===== config.mk =====
export PLATFORM = sky130hd
export DESIGN_NAME = owp_timer
export DESIGN_NICKNAME = d
export VERILOG_FILES = /design/src/core/owp_pkg.sv /design/src/core/owp_timer.sv
export SDC_FILE = /design/constraint.sdc
export NUM_CORES = 1
export LEC_CHECK = 0
export BUFFER_PORTS_ARGS = -buffer_cell sky130_fd_sc_hd__buf_4
export CAP_MARGIN = 10
export CORE_MARGIN = 3
export CORE_UTILIZATION = 45
export DETAILED_ROUTE_END_ITERATION = 16
export GPL_ROUTABILITY_DRIVEN = 0
export GPL_TIMING_DRIVEN = 0
export HOLD_SLACK_MARGIN = 0.12
export MAX_ROUTING_LAYER = met4
export PLACE_DENSITY = 0.72
export SLEW_MARGIN = 20
export SYNTH_ARGS = -nofsm -noshare
export SYNTH_HDL_FRONTEND = slang
export SYNTH_SLANG_ARGS = --single-unit

===== constraint.sdc =====
create_clock -name clk -period 2.4 [get_ports clk]
set_input_delay 0.24 -clock clk [delete_from_list [all_inputs] [get_ports clk]]
set_output_delay 0.24 -clock clk [all_outputs]
set_load 0.02 [all_outputs]

===== src/core/owp_pkg.sv =====
// package: register map, field positions and reset values of the one-shot pulse timer
package owp_pkg;
   // io control: register index, and its byte address at four times the index
   localparam logic [11:0] ADDR_IO_CTRL = 12'h10a;
   localparam logic [11:0] ADDR_IO_CTRL_WORD = 12'h428;
   // remaining register byte addresses (word aligned)
   localparam logic [11:0] ADDR_TIMER_CTRL = 12'h200;
   localparam logic [11:0] ADDR_ONESHOT_CTRL = 12'h204;
   localparam logic [11:0] ADDR_MODE = 12'h208;
   localparam logic [11:0] ADDR_PRESCALER = 12'h20c;
   localparam logic [11:0] ADDR_SECONDARY = 12'h210;
   localparam logic [11:0] ADDR_PRIMARY = 12'h214;
   localparam logic [11:0] ADDR_PIN_INT = 12'h218;
   // pulse_io_control fields
   localparam int IOC_OUT_LEVEL = 0;
   localparam int IOC_OUT_SWITCH = 1;
   localparam int IOC_TRIG_EN = 2;
   localparam int IOC_TRIG_POL = 3;
   localparam logic [7:0] IOC_WRITE_MASK = 8'h0f;
   localparam logic [7:0] IOC_RESET = 8'h00;
   // timer_control_reg fields
   localparam int TCR_START = 0;
   localparam int TCR_STATUS = 1;
   localparam int TCR_FORCE_STOP = 2;
   // oneshot_control_reg fields
   localparam int OCR_START = 0;
   localparam int OCR_STOP = 1;
   localparam int OCR_ACTIVE = 2;
   // mode register fields
   localparam int MODE_WAIT = 0;
   localparam int MODE_SRC_LO = 1;
   localparam int MODE_SRC_HI = 2;
   // pin interrupt register fields
   localparam int PIN_BOTH_EDGE = 0;
   localparam int PIN_INT_POL = 1;
   localparam int PIN_REQ = 2;
   // count source selections
   localparam logic [1:0] SRC_F1 = 2'h0;
   localparam logic [1:0] SRC_F2 = 2'h1;
   localparam logic [1:0] SRC_F8 = 2'h2;
   localparam logic [1:0] SRC_EXT = 2'h3;
   localparam logic [7:0] VALUE_RESET = 8'hff;
   // axi responses
   localparam logic [1:0] RESP_OKAY = 2'h0;
   localparam logic [1:0] RESP_SLVERR = 2'h2;
   typedef enum logic [1:0] {PH_IDLE, PH_WAIT, PH_PULSE} owp_phase_t;
endpackage


===== src/core/owp_timer.sv =====
// module: one-shot and wait-then-pulse timer with an axi4-lite register slave
//
// The AXI4-Lite register port was left to the implementer.
module owp_timer (
   // clock and reset
   input wire logic clk,
   input wire logic resetn,
   // axi4-lite write address
   input wire logic [11:0] awaddr,
   input wire logic awvalid,
   output logic awready,
   // axi4-lite write data
   input wire logic [31:0] wdata,
   input wire logic [3:0] wstrb,
   input wire logic wvalid,
   output logic wready,
   // axi4-lite write response
   output logic [1:0] bresp,
   output logic bvalid,
   input wire logic bready,
   // axi4-lite read address
   input wire logic [11:0] araddr,
   input wire logic arvalid,
   output logic arready,
   // axi4-lite read data
   output logic [31:0] rdata,
   output logic [1:0] rresp,
   output logic rvalid,
   input wire logic rready,
   // pins and companion timer
   input wire logic extTriggerPin,
   input wire logic companionUnderflow,
   output logic pulseOutputPin,
   output logic timerIrq,
   output logic pinIrq
);
   typedef struct packed {
      logic awready;
      logic wready;
      logic awHeld;
      logic [11:0] awAddr;
      logic wHeld;
      logic [31:0] wData;
      logic [3:0] wStrb;
      logic bvalid;
      logic [1:0] bresp;
      logic arready;
      logic rvalid;
      logic [31:0] rdata;
      logic [1:0] rresp;
      logic [7:0] ioCtrl;
      logic countStart;
      logic countStatus;
      logic forceStop;
      logic waitMode;
      logic [1:0] srcSel;
      logic bothEdge;
      logic intPol;
      logic intReq;
      logic [7:0] preReload;
      logic [7:0] secReload;
      logic [7:0] priReload;
      logic [7:0] preCnt;
      logic [7:0] mainCnt;
      owp_pkg::owp_phase_t phase;
      logic activeFlag;
      logic trigPend;
      logic [1:0] trigAge;
      logic stopPend;
      logic [2:0] div;
      logic [2:0] pinSync;
      logic pinLevel;
      logic companionPrev;
      logic pulseOut;
      logic timerIrq;
      logic pinIrq;
   } owp_state_t;

   owp_state_t s_q;
   owp_state_t s_d;

   always_comb begin
      logic tick;
      logic doWrite;
      logic pinRise;
      logic pinFall;
      logic pinEdgeTrig;
      logic pinEdgeInt;
      logic swStart;
      logic swStop;
      logic running;
      logic [31:0] rd;
      s_d = s_q;
      tick = 1'b0;
      doWrite = 1'b0;
      swStart = 1'b0;
      swStop = 1'b0;
      rd = 32'h0;
      pinRise = 1'b0;
      pinFall = 1'b0;
      pinEdgeTrig = 1'b0;
      pinEdgeInt = 1'b0;
      running = s_q.phase != owp_pkg::PH_IDLE;

      // synchronise the trigger pin, edge from the agreeing stages
      s_d.pinSync = {s_q.pinSync[1:0], extTriggerPin};
      if (s_q.pinSync[2] == s_q.pinSync[1]) begin
         s_d.pinLevel = s_q.pinSync[2];
      end
      pinRise = s_d.pinLevel & ~s_q.pinLevel;
      pinFall = ~s_d.pinLevel & s_q.pinLevel;
      // timer trigger edge selection
      pinEdgeTrig = s_q.bothEdge ? (pinRise | pinFall) : (s_q.ioCtrl[owp_pkg::IOC_TRIG_POL] ? pinRise : pinFall);
      // interrupt edge ignores the trigger polarity bit
      pinEdgeInt = s_q.bothEdge ? (pinRise | pinFall) : (s_q.intPol ? pinRise : pinFall);

      // count source selection
      s_d.div = s_q.div + 3'h1;
      s_d.companionPrev = companionUnderflow;
      case (s_q.srcSel)
         owp_pkg::SRC_F1: tick = 1'b1;
         owp_pkg::SRC_F2: tick = s_q.div[0];
         owp_pkg::SRC_F8: tick = s_q.div == 3'h7;
         owp_pkg::SRC_EXT: tick = companionUnderflow & ~s_q.companionPrev;
         default: tick = 1'b0;
      endcase

      // axi4-lite write path
      s_d.timerIrq = 1'b0;
      s_d.pinIrq = 1'b0;
      if (awvalid && s_q.awready) begin
         s_d.awHeld = 1'b1;
         s_d.awAddr = awaddr;
         s_d.awready = 1'b0;
      end
      if (wvalid && s_q.wready) begin
         s_d.wHeld = 1'b1;
         s_d.wData = wdata;
         s_d.wStrb = wstrb;
         s_d.wready = 1'b0;
      end
      if (s_q.awHeld && s_q.wHeld && !s_q.bvalid) begin
         doWrite = 1'b1;
         s_d.awHeld = 1'b0;
         s_d.wHeld = 1'b0;
         s_d.bvalid = 1'b1;
         s_d.bresp = owp_pkg::RESP_OKAY;
      end
      if (s_q.bvalid && bready) begin
         s_d.bvalid = 1'b0;
         s_d.awready = 1'b1;
         s_d.wready = 1'b1;
      end
      if (doWrite && s_q.wStrb[0]) begin
         case ({s_q.awAddr[11:2], 2'b00})
            owp_pkg::ADDR_IO_CTRL_WORD: s_d.ioCtrl = s_q.wData[7:0] & owp_pkg::IOC_WRITE_MASK;
            owp_pkg::ADDR_TIMER_CTRL: begin
               s_d.countStart = s_q.wData[owp_pkg::TCR_START];
               s_d.forceStop = s_q.wData[owp_pkg::TCR_FORCE_STOP];
            end
            owp_pkg::ADDR_ONESHOT_CTRL: begin
               // commands act once and are not stored
               swStart = s_q.wData[owp_pkg::OCR_START];
               swStop = s_q.wData[owp_pkg::OCR_STOP];
            end
            owp_pkg::ADDR_MODE: begin
               s_d.waitMode = s_q.wData[owp_pkg::MODE_WAIT];
               s_d.srcSel = s_q.wData[owp_pkg::MODE_SRC_HI:owp_pkg::MODE_SRC_LO];
            end
            owp_pkg::ADDR_PRESCALER: begin
               s_d.preReload = s_q.wData[7:0];
               if (!running) s_d.preCnt = s_q.wData[7:0];
            end
            owp_pkg::ADDR_SECONDARY: s_d.secReload = s_q.wData[7:0];
            owp_pkg::ADDR_PRIMARY: begin
               s_d.priReload = s_q.wData[7:0];
               if (!running) s_d.mainCnt = s_q.wData[7:0];
            end
            owp_pkg::ADDR_PIN_INT: begin
               s_d.bothEdge = s_q.wData[owp_pkg::PIN_BOTH_EDGE];
               s_d.intPol = s_q.wData[owp_pkg::PIN_INT_POL];
               if (s_q.wData[owp_pkg::PIN_REQ]) s_d.intReq = 1'b0;
            end
            default: s_d.bresp = owp_pkg::RESP_SLVERR;
         endcase
      end else if (doWrite) begin
         case ({s_q.awAddr[11:2], 2'b00})
            owp_pkg::ADDR_IO_CTRL_WORD, owp_pkg::ADDR_TIMER_CTRL, owp_pkg::ADDR_ONESHOT_CTRL, owp_pkg::ADDR_MODE,
            owp_pkg::ADDR_PRESCALER, owp_pkg::ADDR_SECONDARY, owp_pkg::ADDR_PRIMARY, owp_pkg::ADDR_PIN_INT: ;
            default: s_d.bresp = owp_pkg::RESP_SLVERR;
         endcase
      end

      // pin interrupt request updates regardless of timer state
      if (pinEdgeInt) begin
         s_d.intReq = 1'b1;
         s_d.pinIrq = 1'b1;
      end

      // count status follows the start bit on a source tick
      if (tick) s_d.countStatus = s_q.countStart;

      // trigger capture: only while counting enabled and not active
      if (s_q.countStatus && !s_q.activeFlag && !s_q.trigPend &&
          (swStart || (pinEdgeTrig && s_q.ioCtrl[owp_pkg::IOC_TRIG_EN]))) begin
         s_d.trigPend = 1'b1;
         s_d.trigAge = 2'h0;
      end
      if (swStop) s_d.stopPend = 1'b1;

      // sequence engine, advanced on count source ticks
      if (s_q.forceStop || !s_q.countStart || s_q.stopPend) begin
         // any stop reloads the counters first
         s_d.phase = owp_pkg::PH_IDLE;
         s_d.activeFlag = 1'b0;
         s_d.trigPend = 1'b0;
         s_d.stopPend = 1'b0;
         s_d.preCnt = s_q.preReload;
         s_d.mainCnt = s_q.priReload;
         if (s_q.forceStop) s_d.countStatus = 1'b0;
      end else if (tick) begin
         if (s_q.trigPend) begin
            // active flag raised on the second tick after capture
            if (s_q.trigAge == 2'h1) begin
               s_d.trigPend = 1'b0;
               s_d.activeFlag = 1'b1;
               s_d.preCnt = s_q.preReload;
               s_d.mainCnt = s_q.priReload;
               s_d.phase = s_q.waitMode ? owp_pkg::PH_WAIT : owp_pkg::PH_PULSE;
            end else begin
               s_d.trigAge = s_q.trigAge + 2'h1;
            end
         end else if (running) begin
            // (n+1)(m+1) and (n+1)(p+1) periods
            if (s_q.preCnt != 8'h00) begin
               s_d.preCnt = s_q.preCnt - 8'h01;
            end else begin
               s_d.preCnt = s_q.preReload;
               if (s_q.mainCnt != 8'h00) begin
                  s_d.mainCnt = s_q.mainCnt - 8'h01;
               end else if (s_q.phase == owp_pkg::PH_WAIT) begin
                  s_d.mainCnt = s_q.secReload;
                  s_d.phase = owp_pkg::PH_PULSE;
               end else begin
                  s_d.mainCnt = s_q.priReload;
                  s_d.phase = owp_pkg::PH_IDLE;
                  s_d.activeFlag = 1'b0;
                  s_d.timerIrq = 1'b1;
               end
            end
         end
      end

      // output level: active during pulse, idle otherwise and during wait
      s_d.pulseOut = (s_d.phase == owp_pkg::PH_PULSE) ^ s_q.ioCtrl[owp_pkg::IOC_OUT_LEVEL];

      // axi4-lite read path
      case ({araddr[11:2], 2'b00})
         owp_pkg::ADDR_IO_CTRL_WORD: rd = {24'h0, 4'h0, s_q.ioCtrl[3:0]};
         owp_pkg::ADDR_TIMER_CTRL: rd = {29'h0, s_q.forceStop, s_q.countStatus, s_q.countStart};
         owp_pkg::ADDR_ONESHOT_CTRL: rd = {29'h0, s_q.activeFlag, 2'b00};
         owp_pkg::ADDR_MODE: rd = {29'h0, s_q.srcSel, s_q.waitMode};
         owp_pkg::ADDR_PRESCALER: rd = {24'h0, s_q.preCnt};
         owp_pkg::ADDR_SECONDARY: rd = {24'h0, s_q.secReload};
         owp_pkg::ADDR_PRIMARY: rd = {24'h0, s_q.mainCnt};
         owp_pkg::ADDR_PIN_INT: rd = {29'h0, s_q.intReq, s_q.intPol, s_q.bothEdge};
         default: rd = 32'h0;
      endcase
      if (arvalid && s_q.arready) begin
         s_d.arready = 1'b0;
         s_d.rvalid = 1'b1;
         s_d.rdata = rd;
         case ({araddr[11:2], 2'b00})
            owp_pkg::ADDR_IO_CTRL_WORD, owp_pkg::ADDR_TIMER_CTRL, owp_pkg::ADDR_ONESHOT_CTRL, owp_pkg::ADDR_MODE,
            owp_pkg::ADDR_PRESCALER, owp_pkg::ADDR_SECONDARY, owp_pkg::ADDR_PRIMARY, owp_pkg::ADDR_PIN_INT:
               s_d.rresp = owp_pkg::RESP_OKAY;
            default: s_d.rresp = owp_pkg::RESP_SLVERR;
         endcase
      end
      if (s_q.rvalid && rready) begin
         s_d.rvalid = 1'b0;
         s_d.arready = 1'b1;
      end
   end

   always_ff @(posedge clk or negedge resetn) begin
      if (!resetn) begin
         s_q <= '0;
         s_q.awready <= 1'b1;
         s_q.wready <= 1'b1;
         s_q.arready <= 1'b1;
         s_q.ioCtrl <= owp_pkg::IOC_RESET;
         s_q.phase <= owp_pkg::PH_IDLE;
         s_q.preReload <= owp_pkg::VALUE_RESET;
         s_q.secReload <= owp_pkg::VALUE_RESET;
         s_q.priReload <= owp_pkg::VALUE_RESET;
         s_q.preCnt <= owp_pkg::VALUE_RESET;
         s_q.mainCnt <= owp_pkg::VALUE_RESET;
      end else begin
         s_q <= s_d;
      end
   end

   assign awready = s_q.awready;
   assign wready = s_q.wready;
   assign bvalid = s_q.bvalid;
   assign bresp = s_q.bresp;
   assign arready = s_q.arready;
   assign rvalid = s_q.rvalid;
   assign rdata = s_q.rdata;
   assign rresp = s_q.rresp;
   assign pulseOutputPin = s_q.pulseOut;
   assign timerIrq = s_q.timerIrq;
   assign pinIrq = s_q.pinIrq;
endmodule


After elaboration in Yosys (flattened, before gate mapping)
Index checks and enable logic that the tools add are counted.
{"block": "totals", "regBits": 162, "in_bits": 69, "wordCells": 192}
{"block": "op_classes", "n_addsub": 4, "eq_ne": 28, "mux": 67, "bitwise": 8, "reduce_logical": 46}
{"cell": "== test 10 x 8 -> 1 bit, second input constant", "count": 14}
{"cell": "two-way mux 8 bit", "count": 9}
{"cell": "one-hot mux 8 bit (8 select lines)", "count": 1}
{"cell": "two-way mux 41 bit", "count": 1}
{"cell": "two-way mux 20 bit", "count": 2}
{"cell": "two-way mux 19 bit", "count": 2}
{"cell": "two-way mux 37 bit", "count": 1}
{"cell": "two-way mux 36 bit", "count": 1}
{"cell": "two-way mux 1 bit", "count": 32}
{"cell": "nonzero test 2 bit", "count": 12}
{"cell": "two-way mux 22 bit", "count": 1}
{"cell": "== test 10 x 9 -> 1 bit, second input constant", "count": 2}
{"cell": "two-way mux 2 bit", "count": 9}
{"cell": "nonzero test 8 bit", "count": 2}
{"cell": "OR reduction 8 bit", "count": 2}
{"cell": "subtractor 8 x 1 -> 8 bit, second input constant", "count": 2}
{"cell": "AND reduction 2 bit", "count": 7}
{"cell": "two-way mux 13 bit", "count": 1}
{"cell": "logical AND 1 bit", "count": 12}
{"cell": "two-way mux 3 bit", "count": 4}
{"cell": "two-way mux 11 bit", "count": 1}
{"cell": "two-way mux 10 bit", "count": 1}
{"cell": "!= test 3 bit, second input constant", "count": 3}
{"cell": "== test 2 x 1 -> 1 bit, second input constant", "count": 3}
{"cell": "other kinds (17)", "count": 28}

Depth between registers and ports, before layout
Gate-level depths: netlist of run 1.
{"block": "logic_depth", "depth_word": 16, "mapped_depth": 10, "ltp_nobuf": 10}

Least setup slack after synthesis of run 1
Ideal clock, no wire load.
{"block": "synth_timing", "kind": "register to register", "from": "register s_q[18] (netlist bit)", "to": "register s_q (netlist bit pulseOutputPin)", "setup_time_ns": 0.128, "arrival_ns": 2.312, "required_ns": 2.272, "slack_ns": -0.040, "stages_incl_launch_ff": 9, "n_path_buf": 1, "cell_sequence": "dfstp_2 > clkbuf_1 > inv_1 > ha_1 > or4b_4 > or4_4 > a311oi_1 > nor3_2 > xor2_1"}
{"element": "start, declared", "line": "owp_timer.sv:79", "rtl": "owp_state_t s_q;"}

==> results of run 1 <==
[worst register-to-register path, cell delays in order, from the launching register on]
cell      delay, ns
dfstp_2        0.38
or4_4          0.53
buf_6          0.14
or4_4          0.57
buf_4          0.17
a311oi_4       0.31
nor3_2         0.11
xor2_1         0.15
[synthesized netlist by cell type, types with 3 or more instances]
cell      number
nor4b_1        3
xor2_1         3
mux2i_1       25
a32o_1         3
nand4_1        3
inv_1         18
a32oi_1        3
nor2_1        22
a21o_1         4
mux2_2        57
and3_1         4
dfrtp_1       65
nor3_1         8
xnor2_1        6
a31oi_1        5
a222oi_1       4
dfstp_2       43
nand2b_1       4
nor3b_1        9
or3_1          4
nand3_1       12
ha_1           7
nand2_1       45
o221ai_1       6
a22oi_1        5
nor2b_1        4
o21a_1         4
buf_2          3
clkbuf_1      13
buf_4         36
a21oi_1       13
a221oi_1       5
o21ai_0       31
[kinds of logic (layout without fill, tap and decap cells)]
family          Yosys count  count (layout)  share of synthesized area
other cells               1              25                   0.000642
simple gates            146             146                      0.142
mux                      82              82                      0.153
flops                   108             108                      0.472
buf+inv                  76             180                     0.0786
xor+xnor                  9               9                     0.0135
fa+ha+maj                 7               7                     0.0150
compound gates          106             106                      0.126
[per-stage QoR]
stage | setup TNS (ns) | power [uW] | hold slack, ns | util
3_3_place_gp | -6.06 | 3070 | 0.334 | 0.517
6_report | -0.0733 | 4690 | 0.123 | 0.578
5_1_grt | -0.136 | 4920 | 0.125 | 0.578
3_5_place_dp | -9.11 | 3110 | 0.335 | 0.518
2_1_floorplan | 0 | 2790 | -0.0556 | -
4_1_cts | 0 | 4670 | 0.120 | 0.564
[where the power goes]
group / leakage [uW] / internal, uW / total, uW / switching (uW)
clock: 0.000140 / 820 / 1500 / 680
sequential: 0.00128 / 2050 / 2280 / 236
combinational: 0.00194 / 435 / 907 / 472
total: 0.00336 / 3300 / 4690 / 1390
[worst paths after layout]
kind | start | end | cells past startpoint
worst max register to register | s_q[28] | pulseOutputPin | 7
max in group asynchronous | resetn | s_q[15] | 2
min in group asynchronous | resetn | rdata[0] | 2
worst max-delay path | s_q[28] | pulseOutputPin | 7
worst min-delay path | awaddr[11] | s_q[162] | 2
worst min register to register | s_d[6] | s_d[7] | 0
[sequential cells by signal (all words and copies together), names as in the netlist, named ones only]
name / count
s_q: 87
rdata: 8
s_d: 2
arready: 1
awready: 1
bresp: 1
bvalid: 1
pinIrq: 1
pulseOutputPin: 1
rresp: 1
rvalid: 1
timerIrq: 1
wready: 1
[metal layers]
layer	vias up	global-route usage
met5	-	-
met4	0	0.0680
met1	2331	0.279
met3	18	0.0335
li1	2144	-
met2	175	0.332
[what timing repair did]
action,in CTS,in global routing
gates resized for setup,18,15
hold endpoints to repair,77,1
setup endpoints to repair,50,41
buffers inserted,12,12
hold buffers,13,1
pin swaps,5,10
[final cells by class]
type / instances / area, um2 / area share
buffer: 55 / 382 / 0.0521
timing repair buffer: 91 / 734 / 0.100
clock buffer: 10 / 229 / 0.0313
tap: 172 / 215 / 0.0294
sequential: 108 / 2760 / 0.376
multi-input combinational: 375 / 2870 / 0.392
inverter: 18 / 70.1 / 0.00956
clock inverter: 6 / 71.3 / 0.00973
==> run metrics, run 1 <==
vias per cell=around 5.6; DIE AREA=14400 um2; die width=~120 um; post-route ant nets=0; Yosys cell types=77; Synth area leaders=dfrtp_1 (28%), dfstp_2 (19%), mux2_2 (11%), buf_4 (4.6%), mux2i_1 (4.3%); max_cap viols=0; top sig layer=met4; syn_area_per_cell=10.9 um2; CTS max path bufs=2; final setup violation count=1; Core Region=12700 um2; failing checks=negative setup slack; worst skew pair latency=approximately 0.35 ns; most common cell after layout, fill and taps aside=buf_4; CP Max Fanout=4; DR WL/cell=17.3 um; routed via count=4668; Slew Viols, Final=0; CTS HTree Levels=3; Synth top area share=0.278; port bufs=53; # rows=just over 40; Leak=0.00336 uW; clk slew on worst S/H paths=0.08 ns; non-filler cells, final=835; CTS tree=built; total wire length=14.5 mm; slowest CP cell=or4_4; Tot GR Track Use=0.210; Worst-Margin Slew=0.957 ns; Area after DPL=around 6600 um2; Setup WS post-layout=-0.0733 ns; RSZ-0062 raised after global routing=true; first-pass GRT wire length=around 24 mm; outcome=finished, violations left; Final Skew=0.0118 ns; Cell Chain, Critical Path=or4_4, buf_6, or4_4, buf_4, a311oi_4, nor3_2, xor2_1; most frequent cells in the layout=buf_4 (111), dfrtp_1 (65), mux2_2 (57); Top FF cell, synth=dfrtp_1; CP top delay family=simple AND/OR/NAND/NOR gates; DR iter-0 viols=379; clock sink count=108; Worst Path Buf+Inv=2; DRC Markers=0; maximum clock frequency=404 MHz; synthesis-stage register bit count=108; Place WS=-0.369 ns; grt ovf=0; CP peak stage delay=0.57 ns; r2r setup slk=-0.07 ns; die height=120 um; Syn-to-layout area delta=25.3%; Num CTS Buffers=9; fin area=7330 um2; vias in the first global route=4639; I/O pin cnt=about 110; WL met3=just over 1 mm; Critical Path RT=2.62 ns; number of antenna violations at the first check in global routing=0; CTS root buf=clkbuf_16; area leader, netlist=dfrtp_1; post-synthesis async set-or-reset flop share=1.00; crit path DAT=between 2 and 3 ns; Post-Syn Instances=535; Initial Utilization=0.461; endpoint class of the critical path=register; Ys Warns=0; worst hold path class=primary input to register; Post-synth EDFFs=0; CP Class=register to register; Rel. slew slack=0.362; fin crit period=2.47 ns; HPWL after DPL=9.88 mm; Max VDD drop=0.421 mV; Power per Cell Area=about 640 nW/um2; Worst setup SP type=register; nets=between 700 and 800; Pre-antenna DRT Iters=5; # diodes=0; Cell Area, Synth=5850 um2; placed cells=784; met1 wire length=around 6.3 mm; Seq/Total Area, Yosys=0.472; met2 WL=just under 7 mm; layout cells sized above 1=0.409; Fill cells=~1.1k; Period Utilization, post-route=1.03; CP dominant cell by count=or4_4; Final Hold Vio Count=0; largest net degree at the start of global routing=~110
Power figures use the tool's default switching activity.
==> run 2, diff against run 1 <==
- RECOVER_POWER: default -> 25
==> run 2 against run 1 <==
Net effect: global-route usage stayed put; utilization decreased by 0.21 points; the flow still finishes with violations (negative setup slack); highest routed layer unchanged; fmax increased by 0.24%; critical path type unchanged.
==> run metrics, run 2 (synthesized netlist as in run 1, its figures left out) <==
sequential cell fraction of total power=0.488 (about the same); # diodes=0 (unchanged); CTS HTree Levels=3 (unchanged); Slew Viols, Final=0 (unchanged); Pint=3290 uW (-0.30%); Setup WS post-layout=-0.0674 ns (+0.00584 ns); total wire length=14.5 mm (+0.45%); max reg flops=87 (unchanged); die width=120 um (unchanged); total power=4680 uW (-0.23%); most common cell after layout, fill and taps aside=buf_4; crit path DAT=2.69 ns (about the same); Worst Path Buf+Inv=2 (unchanged); Period Utilization, post-route=1.03 (-0.00243); Rel. slew slack=0.0377 (-0.324); # rows=41 (unchanged); clock sink count=108 (unchanged); Worst-Margin Slew=1.44 ns (+0.486 ns); slowest CP cell=or4_4; CP dominant cell by count=or4_4; die height=120 um (unchanged); Syn-to-layout area delta=24.9%; Final Skew=0.0121 ns (+0.000293 ns); fin crit period=2.47 ns (-0.00584 ns); CTS tree=built; routed via count=4674 (+0.13%); Max VDD drop=0.422 mV (+0.31%); final setup violation count=1 (unchanged); worst skew pair latency=0.35 ns (about the same); switching pwr=1390 uW (about the same); CTS max path bufs=2 (unchanged); CP peak stage delay=0.57 ns (about the same); worst hold path class=primary input to register; DR iter-0 viols=361 (-4.7%); HPWL after DPL=9.88 mm (unchanged); max_cap viols=0 (unchanged); vias in the first global route=4639 (unchanged); CP Class=register to register; Core Region=12700 um2 (unchanged); outcome=finished, violations left; layout cells sized above 1=0.397 (-0.0121); largest net degree at the start of global routing=109 (unchanged); clock share of power=0.320 (about the same); Worst setup SP type=register; grt ovf=0 (unchanged); Num CTS Buffers=9 (unchanged); failing checks=negative setup slack; I/O pin cnt=113 (unchanged); CTS root buf=clkbuf_16; CP Max Fanout=4 (unchanged); switching share of power=0.297 (+0.000544); most frequent cells in the layout=buf_4 (102), dfrtp_1 (65), mux2_2 (57); number of antenna violations at the first check in global routing=0 (unchanged); endpoint class of the critical path=register; port bufs=53 (unchanged); Initial Utilization=0.461 (unchanged); Top reg by flops=s_q; vias per cell=5.60 (+0.13%); Layout Utilization=0.576 (-0.00207); Critical Path RT=2.62 ns (about the same); post-route ant nets=0 (unchanged); RSZ-0062 raised after global routing=true; Place WS=-0.369 ns (unchanged); Final Hold Vio Count=0 (unchanged); DIE AREA=14400 um2 (unchanged); maximum clock frequency=405 MHz (+0.24%); nets=734 (unchanged); CP top delay family=simple AND/OR/NAND/NOR gates; Pre-antenna DRT Iters=5 (unchanged); Power per Cell Area=641 nW/um2 (+0.13%); clk slew on worst S/H paths=0.08 ns (about the same); first-pass GRT wire length=23.5 mm (unchanged); Cell Chain, Critical Path=or4_4, buf_6, or4_4, buf_4, a311oi_4, nor3_2, xor2_1; DRC Markers=0 (unchanged); Leak=0.00333 uW (-0.80%); Tot GR Track Use=0.210 (unchanged); DR WL/cell=17.4 um (+0.45%); Gate power share=0.192 (-0.002)
-- run 2: cell count changes in the layout (fill, tap and decap cells not counted) --
| cell | before | now |
|---|---|---|
| dfstp_2 | 43 | 41 |
| buf_6 | 3 | 2 |
| clkbuf_1 | 12 | 18 |
| buf_4 | 111 | 102 |
| clkbuf_4 | 1 | 5 |
| dfstp_1 | 0 | 2 |
-- run 2: power by group through the flow --
stage	logic, uW	registers, uW	clock network (uW)
CTS	873	2270	1520
floorplan	553	2240	0
detailed placement	824	2290	0
finish	899	2280	1500
global placement	795	2270	0
global route	986	2310	1610
-- run 2: final timing paths --
path,startpoint,depth (start not counted),slack [ns],endpoint
setup / recovery,s_q[28],7,-0.07,pulseOutputPin
hold / removal,awaddr[11],2,0.12,s_q[162]
setup reg to reg,s_q[28],7,-0.07,pulseOutputPin
hold reg to reg,s_d[6],0,0.35,s_d[7]
max in group asynchronous,resetn,2,0.68,s_q[122]
min in group asynchronous,resetn,2,0.78,rdata[0]
-- run 2: final cells by class --
cell class,count,area [um2]
Tap cell,172,215
Clock inverter,6,71.3
Sequential cell,108,2760
Timing Repair Buffer,91,708
Clock buffer,10,229
Multi-Input combinational cell,375,2870
Buffer,55,382
Fill cell,1072,5370
Inverter,18,70.1
-- run 2: routing by layer --
layer  wire, um  track usage  part of all wire  vias up
li1           -            -                 -     2147
met1       6300        0.279              0.43     2328
met2       6960        0.332              0.48      179
met3       1060       0.0335             0.073       20
met4        205       0.0680             0.014        0
met5          0            -                 0        -
-- run 2: stage by stage --
stage / TNS [ns] / cell area [um2] / instances / hold slack [ns]
after floorplan: 0 / 5940 / 559 / -0.0556
after global placement: -6.06 / 6560 / 784 / 0.334
after detailed placement: -9.11 / 6560 / 784 / 0.335
after CTS: 0 / 7140 / 823 / 0.120
after global routing: -0.136 / 7300 / 835 / 0.125
final: -0.0674 / 7300 / 835 / 0.123
-- run 2: repair_timing --
action | CTS | global route
pin swaps | 5 | 10
endpoints found under the setup margin | 50 | 41
hold endpoints to repair | 77 | 1
hold buffers | 13 | 1
buffers inserted | 12 | 12
resized for setup | 18 | 15
